## src/hdl/ocss_pkg.sv

```systemverilog
// package for the output clock source and sync block: offsets, fields, codes, reset values
// assumes byte-wide registers at their printed offsets on a plain strobe register port
package ocss_pkg;

   // ------------------------------------------------------------
   // register offsets
   // ------------------------------------------------------------
   localparam logic [15:0] OCSS_ADDR_SYNC_LOW = 16'h00A8;
   localparam logic [15:0] OCSS_ADDR_SEL45 = 16'h00A9;
   localparam logic [15:0] OCSS_ADDR_SEL67 = 16'h00AA;
   localparam logic [15:0] OCSS_ADDR_RSVD = 16'h00AB;

   // ------------------------------------------------------------
   // field positions
   // ------------------------------------------------------------
   localparam int OCSS_POS_LOW_SEL = 0;
   localparam int OCSS_POS_SYNC0 = 4;
   localparam int OCSS_POS_SYNC1 = 5;
   localparam int OCSS_POS_SEL_EVEN = 0;
   localparam int OCSS_POS_SEL_ODD = 4;

   // ------------------------------------------------------------
   // wide source codes for outputs four to seven
   // ------------------------------------------------------------
   localparam logic [2:0] OCSS_SRC_LOOP0 = 3'h0;
   localparam logic [2:0] OCSS_SRC_LOOP1 = 3'h1;
   localparam logic [2:0] OCSS_SRC_OUT2 = 3'h2;
   localparam logic [2:0] OCSS_SRC_OUT3 = 3'h3;
   localparam logic [2:0] OCSS_SRC_REF0 = 3'h4;
   localparam logic [2:0] OCSS_SRC_REF1 = 3'h5;
   localparam logic [2:0] OCSS_SRC_RSVD = 3'h6;
   localparam logic [2:0] OCSS_SRC_XTAL = 3'h7;

   // ------------------------------------------------------------
   // values after reset
   // ------------------------------------------------------------
   localparam logic [3:0] OCSS_RST_LOW_SEL = 4'hA;
   localparam logic OCSS_RST_SYNC = 1'b0;
   localparam logic [2:0] OCSS_RST_SEL4 = 3'h0;
   localparam logic [2:0] OCSS_RST_SEL5 = 3'h2;
   localparam logic [2:0] OCSS_RST_SEL6 = 3'h0;
   localparam logic [2:0] OCSS_RST_SEL7 = 3'h5;
   localparam logic [7:0] OCSS_READ_RSVD = 8'h00;

endpackage

```

## src/hdl/ocss_src_decode.sv

```systemverilog
// decoder of one output's source code into the source it really runs from
// assumes the outputs two and three decode is supplied by the caller
`timescale 1ns/1ps
module ocss_src_decode (
   input wire logic [2:0] code,
   input wire logic out2_loop0,
   input wire logic out2_loop1,
   input wire logic out3_loop0,
   input wire logic out3_loop1,
   output logic from_loop0,
   output logic from_loop1,
   output logic from_ref0,
   output logic from_ref1,
   output logic from_xtal,
   output logic is_rsvd
);

   // a cascaded output inherits the loop of the output it taps
   always_comb begin
      from_loop0 = 1'b0;
      from_loop1 = 1'b0;
      from_ref0 = 1'b0;
      from_ref1 = 1'b0;
      from_xtal = 1'b0;
      is_rsvd = 1'b0;
      case (code)
         ocss_pkg::OCSS_SRC_LOOP0: from_loop0 = 1'b1;
         ocss_pkg::OCSS_SRC_LOOP1: from_loop1 = 1'b1;
         ocss_pkg::OCSS_SRC_OUT2: begin
            from_loop0 = out2_loop0;
            from_loop1 = out2_loop1;
         end
         ocss_pkg::OCSS_SRC_OUT3: begin
            from_loop0 = out3_loop0;
            from_loop1 = out3_loop1;
         end
         ocss_pkg::OCSS_SRC_REF0: from_ref0 = 1'b1;
         ocss_pkg::OCSS_SRC_REF1: from_ref1 = 1'b1;
         ocss_pkg::OCSS_SRC_XTAL: from_xtal = 1'b1;
         default: is_rsvd = 1'b1;
      endcase
   end

endmodule

```

## src/hdl/ocss_top.sv

```systemverilog
// output clock source selection and per-loop output divider sync
// assumes a byte register port on clk; real clock muxes sit outside and follow the selects
//
// Function
// first loop sync bit high holds every divider fed from the first loop in reset
// first loop sync bit falling releases all those dividers on the same edge
// releasing a sync bit clears coarse phase adjust of every affected output
// second loop sync bit holds and releases its dividers the same way
// outputs zero to three: select 0 takes first loop, 1 takes second loop
// output one select is 1 after reset
// output two select is 0 after reset
// output four three-bit code set as listed, reset value 000
// software must not write reserved code 110 to output four select
// software must not pick an input reference running above its frequency limit
// output five uses same code set, reset value 010
// output seven uses same code set, reset value 101
// output six uses same code set, reset value 000
`timescale 1ns/1ps
module ocss_top #(
   parameter int NUM_OUT = 8
) (
   input wire logic clk,
   input wire logic reset,
   input wire logic [15:0] reg_addr,
   input wire logic reg_wr,
   input wire logic reg_rd,
   input wire logic [7:0] reg_wdata,
   output logic [7:0] reg_rdata,
   output logic [NUM_OUT-1:0] out_from_loop0,
   output logic [NUM_OUT-1:0] out_from_loop1,
   output logic [NUM_OUT-1:0] out_from_ref0,
   output logic [NUM_OUT-1:0] out_from_ref1,
   output logic [NUM_OUT-1:0] out_from_xtal,
   output logic [NUM_OUT-1:0] out_src_rsvd,
   output logic [NUM_OUT-1:0] div_hold,
   output logic [NUM_OUT-1:0] coarse_clear
);

   // ------------------------------------------------------------
   // register file
   // ------------------------------------------------------------
   logic [3:0] low_sel_q;
   logic sync0_q;
   logic sync1_q;
   logic [2:0] sel4_q;
   logic [2:0] sel5_q;
   logic [2:0] sel6_q;
   logic [2:0] sel7_q;
   logic [7:0] rdata_d;
   logic [7:0] rdata_q;

   always_ff @(posedge clk or posedge reset) begin
      if (reset) begin
         low_sel_q <= ocss_pkg::OCSS_RST_LOW_SEL;
         sync0_q <= ocss_pkg::OCSS_RST_SYNC;
         sync1_q <= ocss_pkg::OCSS_RST_SYNC;
      end else if (reg_wr && reg_addr == ocss_pkg::OCSS_ADDR_SYNC_LOW) begin
         low_sel_q <= reg_wdata[ocss_pkg::OCSS_POS_LOW_SEL +: 4];
         sync0_q <= reg_wdata[ocss_pkg::OCSS_POS_SYNC0];
         sync1_q <= reg_wdata[ocss_pkg::OCSS_POS_SYNC1];
      end
   end

   always_ff @(posedge clk or posedge reset) begin
      if (reset) begin
         sel4_q <= ocss_pkg::OCSS_RST_SEL4;
         sel5_q <= ocss_pkg::OCSS_RST_SEL5;
      end else if (reg_wr && reg_addr == ocss_pkg::OCSS_ADDR_SEL45) begin
         // reserved code is stored as written; it selects nothing and is flagged
         sel4_q <= reg_wdata[ocss_pkg::OCSS_POS_SEL_EVEN +: 3];
         sel5_q <= reg_wdata[ocss_pkg::OCSS_POS_SEL_ODD +: 3];
      end
   end

   always_ff @(posedge clk or posedge reset) begin
      if (reset) begin
         sel6_q <= ocss_pkg::OCSS_RST_SEL6;
         sel7_q <= ocss_pkg::OCSS_RST_SEL7;
      end else if (reg_wr && reg_addr == ocss_pkg::OCSS_ADDR_SEL67) begin
         sel6_q <= reg_wdata[ocss_pkg::OCSS_POS_SEL_EVEN +: 3];
         sel7_q <= reg_wdata[ocss_pkg::OCSS_POS_SEL_ODD +: 3];
      end
   end

   // reserved bits and unmapped offsets read as zero
   always_comb begin
      rdata_d = ocss_pkg::OCSS_READ_RSVD;
      case (reg_addr)
         ocss_pkg::OCSS_ADDR_SYNC_LOW: begin
            rdata_d[ocss_pkg::OCSS_POS_LOW_SEL +: 4] = low_sel_q;
            rdata_d[ocss_pkg::OCSS_POS_SYNC0] = sync0_q;
            rdata_d[ocss_pkg::OCSS_POS_SYNC1] = sync1_q;
         end
         ocss_pkg::OCSS_ADDR_SEL45: begin
            rdata_d[ocss_pkg::OCSS_POS_SEL_EVEN +: 3] = sel4_q;
            rdata_d[ocss_pkg::OCSS_POS_SEL_ODD +: 3] = sel5_q;
         end
         ocss_pkg::OCSS_ADDR_SEL67: begin
            rdata_d[ocss_pkg::OCSS_POS_SEL_EVEN +: 3] = sel6_q;
            rdata_d[ocss_pkg::OCSS_POS_SEL_ODD +: 3] = sel7_q;
         end
         default: rdata_d = ocss_pkg::OCSS_READ_RSVD;
      endcase
   end

   always_ff @(posedge clk or posedge reset) begin
      if (reset) begin
         rdata_q <= ocss_pkg::OCSS_READ_RSVD;
      end else if (reg_rd) begin
         rdata_q <= rdata_d;
      end
   end

   assign reg_rdata = rdata_q;

   // ------------------------------------------------------------
   // source decode
   // ------------------------------------------------------------
   logic [2:0] code [NUM_OUT];
   logic [NUM_OUT-1:0] use0;
   logic [NUM_OUT-1:0] use1;
   logic [NUM_OUT-1:0] use_ref0;
   logic [NUM_OUT-1:0] use_ref1;
   logic [NUM_OUT-1:0] use_xtal;
   logic [NUM_OUT-1:0] use_rsvd;

   assign code[4] = sel4_q;
   assign code[5] = sel5_q;
   assign code[6] = sel6_q;
   assign code[7] = sel7_q;

   // outputs two and three only ever take a loop, so cascading cannot form a loop
   genvar gi;
   generate
      for (gi = 0; gi < NUM_OUT; gi++) begin : g_dec
         if (gi < 4) begin : g_low
            assign code[gi] = {2'b00, low_sel_q[gi]};
         end
         // cascade taps read the low selects directly, so no false comb loop through use0/use1
         ocss_src_decode u_dec (
            .code(code[gi]),
            .out2_loop0(~low_sel_q[2]),
            .out2_loop1(low_sel_q[2]),
            .out3_loop0(~low_sel_q[3]),
            .out3_loop1(low_sel_q[3]),
            .from_loop0(use0[gi]),
            .from_loop1(use1[gi]),
            .from_ref0(use_ref0[gi]),
            .from_ref1(use_ref1[gi]),
            .from_xtal(use_xtal[gi]),
            .is_rsvd(use_rsvd[gi])
         );
      end
   endgenerate

   logic [NUM_OUT-1:0] loop0_q;
   logic [NUM_OUT-1:0] loop1_q;
   logic [NUM_OUT-1:0] ref0_q;
   logic [NUM_OUT-1:0] ref1_q;
   logic [NUM_OUT-1:0] xtal_q;
   logic [NUM_OUT-1:0] rsvd_q;

   always_ff @(posedge clk or posedge reset) begin
      if (reset) begin
         loop0_q <= '0;
         loop1_q <= '0;
         ref0_q <= '0;
         ref1_q <= '0;
         xtal_q <= '0;
         rsvd_q <= '0;
      end else begin
         loop0_q <= use0;
         loop1_q <= use1;
         ref0_q <= use_ref0;
         ref1_q <= use_ref1;
         xtal_q <= use_xtal;
         rsvd_q <= use_rsvd;
      end
   end

   assign out_from_loop0 = loop0_q;
   assign out_from_loop1 = loop1_q;
   assign out_from_ref0 = ref0_q;
   assign out_from_ref1 = ref1_q;
   assign out_from_xtal = xtal_q;
   assign out_src_rsvd = rsvd_q;

   // ------------------------------------------------------------
   // divider sync
   // ------------------------------------------------------------
   logic sync0_prev_q;
   logic sync1_prev_q;
   logic fall0;
   logic fall1;
   logic [NUM_OUT-1:0] hold_q;
   logic [NUM_OUT-1:0] clear_q;

   assign fall0 = sync0_prev_q & ~sync0_q;
   assign fall1 = sync1_prev_q & ~sync1_q;

   // hold and clear come from one registered stage, so all dividers leave reset on one edge
   always_ff @(posedge clk or posedge reset) begin
      if (reset) begin
         sync0_prev_q <= ocss_pkg::OCSS_RST_SYNC;
         sync1_prev_q <= ocss_pkg::OCSS_RST_SYNC;
         hold_q <= '0;
         clear_q <= '0;
      end else begin
         sync0_prev_q <= sync0_q;
         sync1_prev_q <= sync1_q;
         hold_q <= ({NUM_OUT{sync0_q}} & use0) | ({NUM_OUT{sync1_q}} & use1);
         clear_q <= ({NUM_OUT{fall0}} & use0) | ({NUM_OUT{fall1}} & use1);
      end
   end

   assign div_hold = hold_q;
   assign coarse_clear = clear_q;
endmodule

```

## config.mk

```make
export PLATFORM = sky130hd
export DESIGN_NAME = ocss_top
export DESIGN_NICKNAME = d
export VERILOG_FILES = /design/src/hdl/ocss_pkg.sv /design/src/hdl/ocss_src_decode.sv /design/src/hdl/ocss_top.sv
export SDC_FILE = /design/constraint.sdc
export NUM_CORES = 1
export LEC_CHECK = 0
export BUFFER_PORTS_ARGS = -buffer_cell sky130_fd_sc_hd__clkbuf_2
export CORE_ASPECT_RATIO = 2
export CORE_MARGIN = 4
export CORE_UTILIZATION = 45
export DETAILED_ROUTE_END_ITERATION = 6
export MAX_ROUTING_LAYER = met4
export PLACE_DENSITY_LB_ADDON = 0.08
export SLEW_MARGIN = 20
export SYNTH_ARGS = -nofsm -noshare
export SYNTH_HDL_FRONTEND = slang
export SYNTH_SLANG_ARGS = --single-unit
export TNS_END_PERCENT = 30
```

## constraint.sdc

```tcl
create_clock -name clk -period 1.95 [get_ports clk]
set_input_delay 0.195 -clock clk [delete_from_list [all_inputs] [get_ports clk]]
set_output_delay 0.195 -clock clk [all_outputs]
set_load 0.005 [all_outputs]
```

Word level (Yosys, flattened, before mapping)
Index checks and enable logic that the tools add are counted.
{ "classes": {"eq_ne": 27, "mux": 40, "bitwise_logic": 12, "n_reduce_logical": 19} }
{ "ops": {"columns": ["operator", "count"], "rows": [
  ["$eq A16 B8 Y1 const B", 3],
  ["$eq A3 B3 Y1 const B", 12],
  ["$and A8 B8 Y8", 4],
  ["$mux W1", 29],
  ["$reduce_or A7 Y1", 4],
  ["$eq A3 B2 Y1 const B", 8],
  ["$logic_not A3 Y1", 8],
  ["$pmux W1 S3", 8],
  ["$or A8 B8 Y8", 2],
  ["$eq A3 B1 Y1 const B", 4],
  ["$pmux W3 S3", 1],
  ["$reduce_or A2 Y1", 4],
  ["$pmux W2 S3", 1],
  ["$not A1 Y1", 4],
  ["$logic_and A1 B1 Y1", 3],
  ["$and A1 B1 Y1", 2],
  ["$pmux W1 S2", 1]
]} }
{ "totals": {"register_bits": 79, "in_bits": 28, "out_inout_bits": 72, "word_cells": 116} }

Logic depth before layout (Yosys ltp)
Gate-level depths: netlist (run 1).
{ "logic_depth": {"word_depth": 4, "mapped_depth": 5, "ltp_nobuf": 4} }

Cells and area by module
A second synthesis (run 1) with hierarchy kept.
{ "unflattened": {"hier_cells": 275, "area_unflattened_um2": 3813.7} }
{ "modules_own_cells": {"columns": ["module", "instances", "cells_each", "area_each_um2", "seq_area_each_um2"], "rows": [
  ["ocss_top", 1, 179, 3032.9, 2283.4],
  ["ocss_src_decode", 8, 12, 97.6, 0.0]
]} }

Worst setup path before layout (run 1)
Ideal clock, no wire load.
{ "synth_path": {"path_type": "reg-to-reg", "startpoint": "register low_sel_q[3]", "endpoint": "register clear_q[4] (netlist: coarse_clear[4])", "setup_time_ns": 0.130, "arrival_ns": 1.213, "t_required_ns": 1.820, "setup_slack_ns": 0.608, "path_stages_with_launch": 5, "n_path_buf": 0, "period_less_slack_ns": 1.342, "path_cell_list": "dfstp_2 -> inv_1 -> a31oi_1 -> mux2i_1 -> nor2_1"} }
{ "synth_via": {"elab_chain_cells": 4, "elab_cells_between_ends": 6, "classes_between": "mux: 2; bitwise: 4"} }
{ "synth_lines": {"columns": ["element", "line", "source"], "rows": [
  ["from (decl)", "ocss_top.sv:42", "logic [3:0] low_sel_q;"],
  ["from (signal assigned)", "ocss_top.sv:54", "low_sel_q <= ocss_pkg::OCSS_RST_LOW_SEL;"],
  ["from (signal assigned)", "ocss_top.sv:58", "low_sel_q <= reg_wdata[ocss_pkg::OCSS_POS_LOW_SEL +: 4];"],
  ["$not A1 Y1", "ocss_top.sv:144", ".out3_loop0(~low_sel_q[3]),"],
  ["$pmux W1 S3", "ocss_src_decode.sv:26", "case (code)"],
  ["$and A8 B8 Y8", "ocss_top.sv:212", "clear_q <= ({NUM_OUT{fall0}} & use0) | ({NUM_OUT{fall1}} & use1);"],
  ["$or A8 B8 Y8 (*)", "ocss_top.sv:212", null],
  ["to (signal assigned)", "ocss_top.sv:212", null],
  ["to (decl)", "ocss_top.sv:196", "logic [NUM_OUT-1:0] clear_q;"]
]} }
Every way passes the cells marked *; elsewhere a longest branch is shown, timed or not.
A chain may end at the register's enable or synchronous reset.

Worst setup path in the final report (run 1)
{ "layout_path": {"startpoint": "register low_sel_q[2]", "endpoint": "register clear_q[4] (netlist: coarse_clear[4])"} }
{ "layout_via": {"elab_chain_cells": 4, "elab_cells_between_ends": 6, "classes_between": "mux: 2; bitwise: 4"} }
{ "layout_lines": {"columns": ["element", "line", "source"], "rows": [
  ["$not A1 Y1", "ocss_top.sv:142", ".out2_loop0(~low_sel_q[2]),"],
  ["$pmux W1 S3", "ocss_src_decode.sv:26", null],
  ["$and A8 B8 Y8", "ocss_top.sv:212", null],
  ["$or A8 B8 Y8 (*)", "ocss_top.sv:212", null]
]} }
Marked as above.

==> qor.txt, run 1 <==
Leak -> 1.95 nW
RSZ-0062 raised after global routing -> false
placed inst area -> 3450 um2
Clock Tree Root -> clkbuf_16
register area share after synthesis -> 0.629
worst skew pair latency -> 0.33 ns
CTS tree -> yes
GRT overflow -> 0
setup violators final -> 0
first-pass GRT wire length -> 9320 um
Resized Gates After CTS -> 0
max-cap viol count -> 0
GRT Util Overall -> 0.167
Pre-antenna DRT Iters -> 4
fin nets -> 354
Max FO, Critical Path -> 11
worst min path class -> in2reg
pre-CTS setup slack -> 0.400 ns
1st-iter DRT viols -> 60
critical path class -> reg2reg
vias in the first global route -> 1,858
via count of the routed design -> 1,954
most common cell after layout, fill and taps aside -> clkbuf_2
post-synth cell types -> 27
Worst Hold Slack -> 0.117 ns
area fraction of the dominant cell type after synthesis -> 0.585
Worst-Margin Slew -> 0.572 ns
crit start category -> flip-flop
Max Clock Skew -> 0.00635 ns
boundary pin count -> 100
die footprint -> 8100 um2
CTS clock-pin slew for the worst setup and hold paths -> 0.05 ns
final worst slack -> 0.392 ns
Final ANT Viol Nets -> 0
CP endpoint kind -> flip-flop
die height -> 123 um
area grow syn2layout -> 26.3%
Core ar. -> 6410 um2
initial antenna violation count -> 0
Final min period -> 1.56 ns
syn_area_per_cell -> 12.5 um2
CTS max path bufs -> 2
CP max stage cell -> dfrtp_1
worst path cell trace -> a21oi_1 > a31oi_1 > mux2i_1 > nor2_1
clock sinks -> 75
Yosys top cell by area -> dfrtp_1
Non-Filler Cell Area, Final -> 3780 um2
setup TNS -> 0 ns
DR WL/cell -> 14.8 um
H-Tree Depth -> 3
Hold Violations, Final -> 0
Die X -> 65.7 um
status -> finished, final reports clean
layout cells sized above 1 -> 0.402
DR DRC count -> 0
final worst-path cycle share -> 0.799
# diodes -> 0
placed cells -> 400
fmax -> 642 MHz
power per cell area -> 895 nW/um2
Routed WL -> 6160 um
TritonCTS Buffers -> 9
IO Port Bufs -> 81
Synth Register Bits -> 75
Worst EP required -> 2.15 ns
most frequent cells in the layout -> clkbuf_2 (81), dfrtp_1 (70), nor2_1 (25), mux2_2 (21), conb_1 (17)
VDD IR-drop max -> 0.000663 V
Yosys warnings -> 0
Synth area leaders -> dfrtp_1 (59%), mux2_2 (7.9%), dfstp_2 (4.4%)
Final Wtd Congestion -> 0.753
site row count -> 41
CP Data Arrival Time -> 1.76 ns
Finished Layout Cells -> 417
synthesized instance count -> 239
postcts setup bufs -> 0
largest net degree at the start of global routing -> 31
Synth Cell Area -> 2990 um2
crit-path max cell delay -> 0.59 ns
relative slew slack -> 0.618
placed wire-length estimate -> 4650 um
Final Slew Violations -> 0
Vias/cell -> 4.69
Initial Util -> 0.467
==> through the flow <==
stage / total power [mW] / util
3_3_place_gp: 1.68 / 0.539
3_5_place_dp: 1.69 / 0.539
4_1_cts: 3.41 / 0.589
2_1_floorplan: 1.66 / -
6_report: 3.38 / 0.589
5_1_grt: 3.51 / 0.589
==> worst max-delay path, delay by kind of cell (launching register included) <==
kind	cells	cell delay (ns)
AO/OA/AOI/OAI	2	0.53
flip-flops	1	0.59
AND/OR/NAND/NOR	1	0.05
multiplexers	1	0.25
==> flip-flops by register name, indices dropped and copies added, names as in the netlist, 3 cells and up <==
| signal | cells |
|---|---|
| coarse_clear | 8 |
| div_hold | 8 |
| low_sel_q | 4 |
| out_from_loop0 | 8 |
| out_from_loop1 | 8 |
| out_from_ref0 | 4 |
| out_from_ref1 | 4 |
| out_from_xtal | 4 |
| out_src_rsvd | 4 |
| reg_rdata | 7 |
| sel4_q | 3 |
| sel5_q | 3 |
| sel6_q | 3 |
| sel7_q | 3 |
==> path summary, 6_finish.rpt <==
path                                     startpoint                     endpoint  slack, ns  depth (start not counted)
setup / recovery           low_sel_q[2]$_DFFE_PP0P_    coarse_clear[4]$_DFF_PP0_       0.39                          4
hold / removal                         reg_wdata[3]     low_sel_q[3]$_DFFE_PP1P_       0.12                          2
setup reg to reg           low_sel_q[2]$_DFFE_PP0P_    coarse_clear[4]$_DFF_PP0_       0.39                          4
hold reg to reg            low_sel_q[1]$_DFFE_PP1P_  out_from_loop1[1]$_DFF_PP0_       0.45                          0
max in group asynchronous                     reset    coarse_clear[2]$_DFF_PP0_       0.97                          4
min in group asynchronous                     reset  out_from_loop0[1]$_DFF_PP0_       0.41                          3
==> power breakdown <==
group          internal, mW  switching, mW
Combinational        0.0347         0.0656
Sequential             1.56       0.000374
Clock                  1.16          0.567
Total                  2.75          0.633
==> cells in the mapped netlist (all sizes together) <==
cell type  number
and4            1
nand3           3
clkbuf          8
and4bb          1
nor2b           8
a21oi           9
dfstp           5
nand2          12
o22ai           7
nor4b           1
and3b           2
mux2i          13
conb            1
mux2           22
and3            4
nor3b           4
a22oi           1
inv            12
o21ai           4
a31oi           4
nor4            1
buf            20
nor2           25
nand2b          1
dfrtp          70
==> timing repair <==
item,in CTS,in global routing
setup endpoints to repair,0,0
hold buffers,1,0
hold endpoints to repair,17,0
==> metal layers <==
layer	GRT usage	share of wire	wire, um
met1	0.157	0.33	2050
met2	0.302	0.60	3720
met3	0.0464	0.046	282
met4	0.0818	0.017	105
met5	-	0	0
==> area by class of cell <==
class,instances,area [um2]
sequential,75,1880
clock buffer,14,254
inverter,12,48.8
multi-input combinational,140,952
tap,86,108
timing repair buffer,88,473
fill,572,2630
clock inverter,2,60.1
==> logic make-up (layout without fill, tap and decap cells) <==
logic type | count (synthesis) | after routing | synth area share
other | 1 | 17 | 0.00125
muxes | 35 | 35 | 0.128
and+or+nand+nor | 63 | 63 | 0.122
buffers and inverters | 40 | 116 | 0.0727
DFF | 75 | 75 | 0.629
AOI/OAI and AO/OA | 25 | 25 | 0.0472
No activity file was read; power rests on OpenSTA's default activity.
==> run 2: changes to the inputs <==
==> constraint.sdc (replaced) <==
create_clock -name clk -period 1.3 [get_ports clk]
set_input_delay 0.13 -clock clk [delete_from_list [all_inputs] [get_ports clk]]
set_output_delay 0.13 -clock clk [all_outputs]
set_load 0.005 [all_outputs]
==> run 2 against run 1 <==
Via count is 3.0% higher. Global-route usage is 0.19 points higher. Critical endpoint is now coarse_clear[5]$_DFF_PP0_. Sequential share of layout area is 2.0 points lower.
==> qor.txt, run 2 (synthesis gave the netlist of run 1 again) <==
status -> finished, final reports clean (unchanged)
first-pass GRT wire length -> 9580 um (was 9320 um)
via count of the routed design -> 2,012 (was 1,954)
Hold Startpoint -> reg_wdata[3] (unchanged)
Clk pwr share -> 0.508 (was 0.509)
area grow syn2layout -> 31.5% (was 26.3%)
die footprint -> 8100 um2 (unchanged)
sequential share of power -> 0.462 (was 0.461)
site row count -> 41 (unchanged)
H-Tree Depth -> 3 (unchanged)
Max FO, Critical Path -> 4 (was 11)
worst min path class -> in2reg (unchanged)
die height -> 123 um (unchanged)
DR DRC count -> 0 (unchanged)
postcts setup bufs -> 0 (unchanged)
CTS tree -> yes (unchanged)
Routed WL -> 6230 um (was 6160 um)
Final ANT Viol Nets -> 0 (unchanged)
crit start category -> flip-flop (unchanged)
most frequent cells in the layout -> clkbuf_2 (81), dfrtp_1 (69), nor2_1 (25), buf_4 (22), mux2_2 (21) (was clkbuf_2 (81), dfrtp_1 (70), nor2_1 (25), mux2_2 (21), conb_1 (17))
Final min period -> 1.29 ns (was 1.56 ns)
switching part of the total -> 0.197 (was 0.187)
Finished Layout Cells -> 435 (was 417)
GRT overflow -> 0 (unchanged)
IO Port Bufs -> 81 (unchanged)
DR WL/cell -> 14.3 um (was 14.8 um)
fin nets -> 372 (was 354)
Cell Int Power -> 4.07 mW (was 2.75 mW)
GRT Util Overall -> 0.169 (was 0.167)
Pre-antenna DRT Iters -> 4 (unchanged)
1st-iter DRT viols -> 79 (was 60)
Worst Hold Path EP -> low_sel_q[3]$_DFFE_PP1P_ (unchanged)
RR Endpoint -> coarse_clear[5]$_DFF_PP0_ (was coarse_clear[4]$_DFF_PP0_)
VDD IR-drop max -> 0.00105 V (was 0.000663 V)
# diodes -> 0 (unchanged)
placed wire-length estimate -> 4690 um (was 4650 um)
Leak -> 2.06 nW (was 1.95 nW)
Hold Path Depth -> 2 (unchanged)
worst skew pair latency -> 0.33 ns (about the same)
boundary pin count -> 100 (unchanged)
worst reg2reg path startpoint -> sel5_q[1]$_DFFE_PP1P_ (was low_sel_q[2]$_DFFE_PP0P_)
clock sinks -> 75 (unchanged)
power per cell area -> 1290 nW/um2 (was 895 nW/um2)
worst path cell trace -> a21oi_2 > a31oi_1 > buf_4 > mux2i_1 > nor2_1 (was a21oi_1 > a31oi_1 > mux2i_1 > nor2_1)
fmax -> 776 MHz (was 642 MHz)
CTS clock-pin slew for the worst setup and hold paths -> 0.06 ns (was 0.05 ns)
Hold Violations, Final -> 0 (unchanged)
Final Slew Violations -> 0 (unchanged)
Clock Tree Root -> clkbuf_16 (unchanged)
CP max stage cell -> dfstp_2 (was dfrtp_1)
vias in the first global route -> 1,968 (was 1,858)
final worst slack -> 0.0120 ns (was 0.392 ns)
final worst-path cycle share -> 0.991 (was 0.799)
largest net degree at the start of global routing -> 41 (was 31)
pre-CTS setup slack -> -0.0700 ns (was 0.400 ns)
max-cap viol count -> 0 (unchanged)
CP endpoint kind -> flip-flop (unchanged)
TritonCTS Buffers -> 9 (unchanged)
Core ar. -> 6410 um2 (unchanged)
layout cells sized above 1 -> 0.453 (was 0.402)
R2R setup slack -> 0.01 ns (was 0.39 ns)
RSZ-0062 raised after global routing -> true (was false)
Initial Util -> 0.467 (unchanged)
most common cell after layout, fill and taps aside -> clkbuf_2 (unchanged)
Final Wtd Congestion -> 0.737 (was 0.753)
Die X -> 65.7 um (unchanged)
Vias/cell -> 4.63 (was 4.69)
critical path class -> reg2reg (unchanged)
R2R depth -> 5 (was 4)
setup violators final -> 0 (unchanged)
final core utilization -> 0.614 (was 0.589)
crit-path max cell delay -> 0.56 ns (was 0.59 ns)
initial antenna violation count -> 0 (unchanged)
Comb power frac -> 0.031 (was 0.030)
placed cells -> 418 (was 400)
CP Data Arrival Time -> 1.49 ns (was 1.76 ns)
Max Clock Skew -> 0.00614 ns (was 0.00635 ns)
switching pwr -> 997 uW (was 633 uW)
Worst EP required -> 1.50 ns (was 2.15 ns)
CTS max path bufs -> 2 (unchanged)
==> run 2: layout make-up <==
cell class              count  area, um2
fillers                   532       2480
flip-flops and latches     75       1880
multi-input cells         140        956
repair buffers            106        621
clock buffers               9        225
well taps                  86        108
clock inverters             7       91.3
inverters                  12       51.3
==> run 2: routing by layer <==
| metal | part of all wire | vias up | global-route usage |
|---|---|---|---|
| li1 | - | 980 | - |
| met1 | 0.34 | 976 | 0.167 |
| met2 | 0.60 | 47 | 0.304 |
| met3 | 0.038 | 9 | 0.0355 |
| met4 | 0.018 | 0 | 0.0818 |
| met5 | 0 | - | - |
==> run 2: worst max path at each step <==
stage | slack, ns | startpoint | to
finish | 0.01 | sel5_q[1]$_DFFE_PP1P_ | coarse_clear[5]$_DFF_PP0_
detailed placement | -0.07 | reg_addr[8] | low_sel_q[2]$_DFFE_PP0P_
floorplan | -0.04 | low_sel_q[3]$_DFFE_PP1P_ | coarse_clear[4]$_DFF_PP0_
CTS | 0.003 | low_sel_q[3]$_DFFE_PP1P_ | coarse_clear[4]$_DFF_PP0_
global placement | -0.06 | reg_addr[13] | sel4_q[2]$_DFFE_PP0P_
global route | -0.08 | sel5_q[1]$_DFFE_PP1P_ | coarse_clear[5]$_DFF_PP0_
==> run 2: power by group through the flow <==
| stage | clock [mW] | sequential (mW) | combinational (mW) |
|---|---|---|---|
| floorplan | 0 | 2.38 | 0.109 |
| global placement | 0 | 2.38 | 0.154 |
| detailed placement | 0 | 2.38 | 0.156 |
| CTS | 2.64 | 2.34 | 0.159 |
| global route | 2.77 | 2.34 | 0.178 |
| finish | 2.57 | 2.34 | 0.156 |
==> run 2: critical path: cells and delay by family (launching register included) <==
kind                   cells  cell delay (ns)
and+or+nand+nor            1             0.05
buffers and inverters      1             0.16
AOI/OAI and AO/OA          2             0.20
DFF                        1             0.56
muxes                      1             0.19
==> run 2: timing repair <==
action | CTS | global route
hold buffers | 1 | 0
pin swaps | 0 | 1
gates resized for setup | 2 | 2
hold endpoints to repair | 70 | 0
endpoints found under the setup margin | 9 | 8
==> run 2: per-stage QoR <==
step / hold slack (ns) / setup TNS [ns] / cell area (um2) / total power, mW
after floorplan: 0.278 / -0.128 / 3060 / 2.49
after global placement: 0.0558 / -1.04 / 3600 / 2.53
after detailed placement: 0.0562 / -1.31 / 3600 / 2.53
after CTS: 0.0294 / 0 / 3930 / 5.14
after global routing: 0.0438 / -0.269 / 3940 / 5.28
final: 0.0395 / 0 / 3940 / 5.06
==> run 3: changes to the inputs <==
--- a/config.mk
+++ b/config.mk
@@ -8,7 +8,7 @@
 export BUFFER_PORTS_ARGS = -buffer_cell sky130_fd_sc_hd__clkbuf_2
 export CORE_ASPECT_RATIO = 2
 export CORE_MARGIN = 4
-export CORE_UTILIZATION = 45
+export CORE_UTILIZATION = 40
 export DETAILED_ROUTE_END_ITERATION = 6
 export MAX_ROUTING_LAYER = met4
 export PLACE_DENSITY_LB_ADDON = 0.08
==> run 3 against run 2 <==
Register-to-register slack hardly changed. Sequential share of layout area is 0.60 points lower. Combinational power hardly changed. Clock power is 6% lower. Via count is 2.4% higher. Die area is 11% higher. Maximum frequency is 0.16% higher. Hold slack better by 0.0029 ns. Highest routed layer unchanged.
==> qor.txt, run 3 (synthesis gave the netlist of run 1 again) <==
Comb power frac -> 0.032 (was 0.031)
switching part of the total -> 0.201 (was 0.197)
filler cell count -> 696 (was 532)
GRT Util Overall -> 0.157 (was 0.169)
layout cells sized above 1 -> 0.460 (was 0.453)
boundary pin count -> 100 (unchanged)
DR WL/cell -> 14.8 um (was 14.3 um)
sequential share of power -> 0.476 (was 0.462)
Final ANT Viol Nets -> 0 (unchanged)
Initial Util -> 0.412 (was 0.467)
Max FO, Critical Path -> 4 (unchanged)
CTS clock-pin slew for the worst setup and hold paths -> 0.06 ns (about the same)
vias in the first global route -> 2,089 (was 1,968)
Final Wtd Congestion -> 0.717 (was 0.737)
Max Clock Skew -> 0.00418 ns (was 0.00614 ns)
Cell Int Power -> 3.93 mW (was 4.07 mW)
setup TNS -> 0 ns (unchanged)
Final Slew Violations -> 0 (unchanged)
worst min path class -> in2reg (unchanged)
Finished Layout Cells -> 444 (was 435)
Worst Hold Slack -> 0.0424 ns (was 0.0395 ns)
placed inst area -> 3600 um2 (unchanged)
clock sinks -> 75 (unchanged)
power per cell area -> 1230 nW/um2 (was 1290 nW/um2)
Die X -> 69.2 um (was 65.7 um)
CP max stage cell -> dfstp_2 (unchanged)
die footprint -> 9010 um2 (was 8100 um2)
Seq. cell area -> 1880 um2 (unchanged)
placed wire-length estimate -> 4980 um (was 4690 um)
CP Data Arrival Time -> 1.49 ns (about the same)
Leak -> 2.06 nW (about the same)
most common cell after layout, fill and taps aside -> clkbuf_2 (unchanged)
fmax -> 778 MHz (was 776 MHz)
most frequent cells in the layout -> clkbuf_2 (81), dfrtp_1 (69), nor2_1 (25), buf_4 (23), mux2_2 (21) (was clkbuf_2 (81), dfrtp_1 (69), nor2_1 (25), buf_4 (22), mux2_2 (21))
RSZ-0062 raised after global routing -> true (unchanged)
setup violators final -> 0 (unchanged)
initial antenna violation count -> 0 (unchanged)
switching pwr -> 986 uW (was 997 uW)
Clock Tree Root -> clkbuf_16 (unchanged)
largest net degree at the start of global routing -> 37 (was 41)
worst reg2reg path startpoint -> sel7_q[0]$_DFFE_PP1P_ (was sel5_q[1]$_DFFE_PP1P_)
H-Tree Depth -> 3 (unchanged)
Core ar. -> 7270 um2 (was 6410 um2)
final worst-path cycle share -> 0.989 (was 0.991)
CP endpoint kind -> flip-flop (unchanged)
Non-Filler Cell Area, Final -> 3990 um2 (was 3940 um2)
Hold Startpoint -> reg_wdata[3] (unchanged)
site row count -> 44 (was 41)
Worst EP required -> 1.51 ns (was 1.50 ns)
max-cap viol count -> 0 (unchanged)
multi-input logic area -> 988 um2 (was 956 um2)
status -> finished, final reports clean (unchanged)
Critical Path Start -> sel7_q[0]$_DFFE_PP1P_ (was sel5_q[1]$_DFFE_PP1P_)
crit start category -> flip-flop (unchanged)
Buffers & Inverters on Critical Path -> 0 (was 1)
1st-iter DRT viols -> 58 (was 79)
TritonCTS Buffers -> 9 (unchanged)
first-pass GRT wire length -> 10,400 um (was 9580 um)
crit-path max cell delay -> 0.56 ns (about the same)
Vias/cell -> 4.64 (was 4.63)
IO Port Bufs -> 81 (unchanged)
CTS tree -> yes (unchanged)
area grow syn2layout -> 33.2% (was 31.5%)
GRT overflow -> 0 (unchanged)
Routed WL -> 6580 um (was 6230 um)
CTS max path bufs -> 2 (unchanged)
Power Total -> 4.91 mW (was 5.06 mW)
worst skew pair latency -> 0.33 ns (about the same)
Pre-antenna DRT Iters -> 4 (unchanged)
# diodes -> 0 (unchanged)
critical path class -> reg2reg (unchanged)
Hold Violations, Final -> 0 (unchanged)
DR DRC count -> 0 (unchanged)
via count of the routed design -> 2,060 (was 2,012)
crit-path leading delay family -> flip-flops (unchanged)
placed cells -> 423 (was 418)
fin nets -> 375 (was 372)
worst path cell trace -> a21oi_2 > a31oi_2 > mux2i_1 > nor2_1 (was a21oi_2 > a31oi_1 > buf_4 > mux2i_1 > nor2_1)
VDD IR-drop max -> 0.000794 V (was 0.00105 V)
Final min period -> 1.29 ns (about the same)
die height -> 130 um (was 123 um)
Clk pwr share -> 0.493 (was 0.508)
run 3: layout make-up:
class,instances,share of cell area
multi-input cells,140,0.248
clock inverters,4,0.0126
inverters,12,0.0129
flip-flops and latches,75,0.473
repair buffers,109,0.163
well taps,92,0.0289
clock buffers,12,0.0618
run 3: stage by stage:
step,setup WS [ns],utilization
finish,0.0141,0.549
global route,-0.0602,0.549
CTS,-0.0126,0.540
detailed placement,-0.113,0.496
global placement,-0.0864,0.496
floorplan,-0.0424,-
run 3: worst paths after layout:
| check | endpoint | slack [ns] | depth (start not counted) |
|---|---|---|---|
| worst min-delay path | low_sel_q[3]$_DFFE_PP1P_ | 0.04 | 2 |
| min in group asynchronous | out_from_loop1[0]$_DFF_PP0_ | 0.34 | 3 |
| worst max-delay path | coarse_clear[7]$_DFF_PP0_ | 0.01 | 4 |
| worst min register to register | out_from_loop1[1]$_DFF_PP0_ | 0.46 | 0 |
| worst max register to register | coarse_clear[7]$_DFF_PP0_ | 0.01 | 4 |
| max in group asynchronous | sel7_q[2]$_DFFE_PP1P_ | 0.45 | 4 |
run 3: repair_timing:
action / in CTS / in global routing
endpoints found under the setup margin: 9 / 10
resized for setup: 5 / 6
pin swaps: 1 / 1
hold endpoints to repair: 13 / 0
setup buffers: 0 / 4
hold buffers: 1 / 0
run 3: metal layers:
layer  wire [um]  vias to the layer above  global-route usage
met5           0                        -                   -
met2        3910                       57               0.291
met3         303                       10              0.0393
met4         114                        0              0.0725
li1            -                      987                   -
met1        2240                     1006               0.150
run 3: power by group through the flow:
stage	clock [mW]	sequential [mW]	combinational (mW)
final	2.42	2.34	0.155
after global routing	2.57	2.34	0.175
after CTS	2.48	2.34	0.159
after detailed placement	0	2.38	0.156
after global placement	0	2.38	0.154
after floorplan	0	2.38	0.109
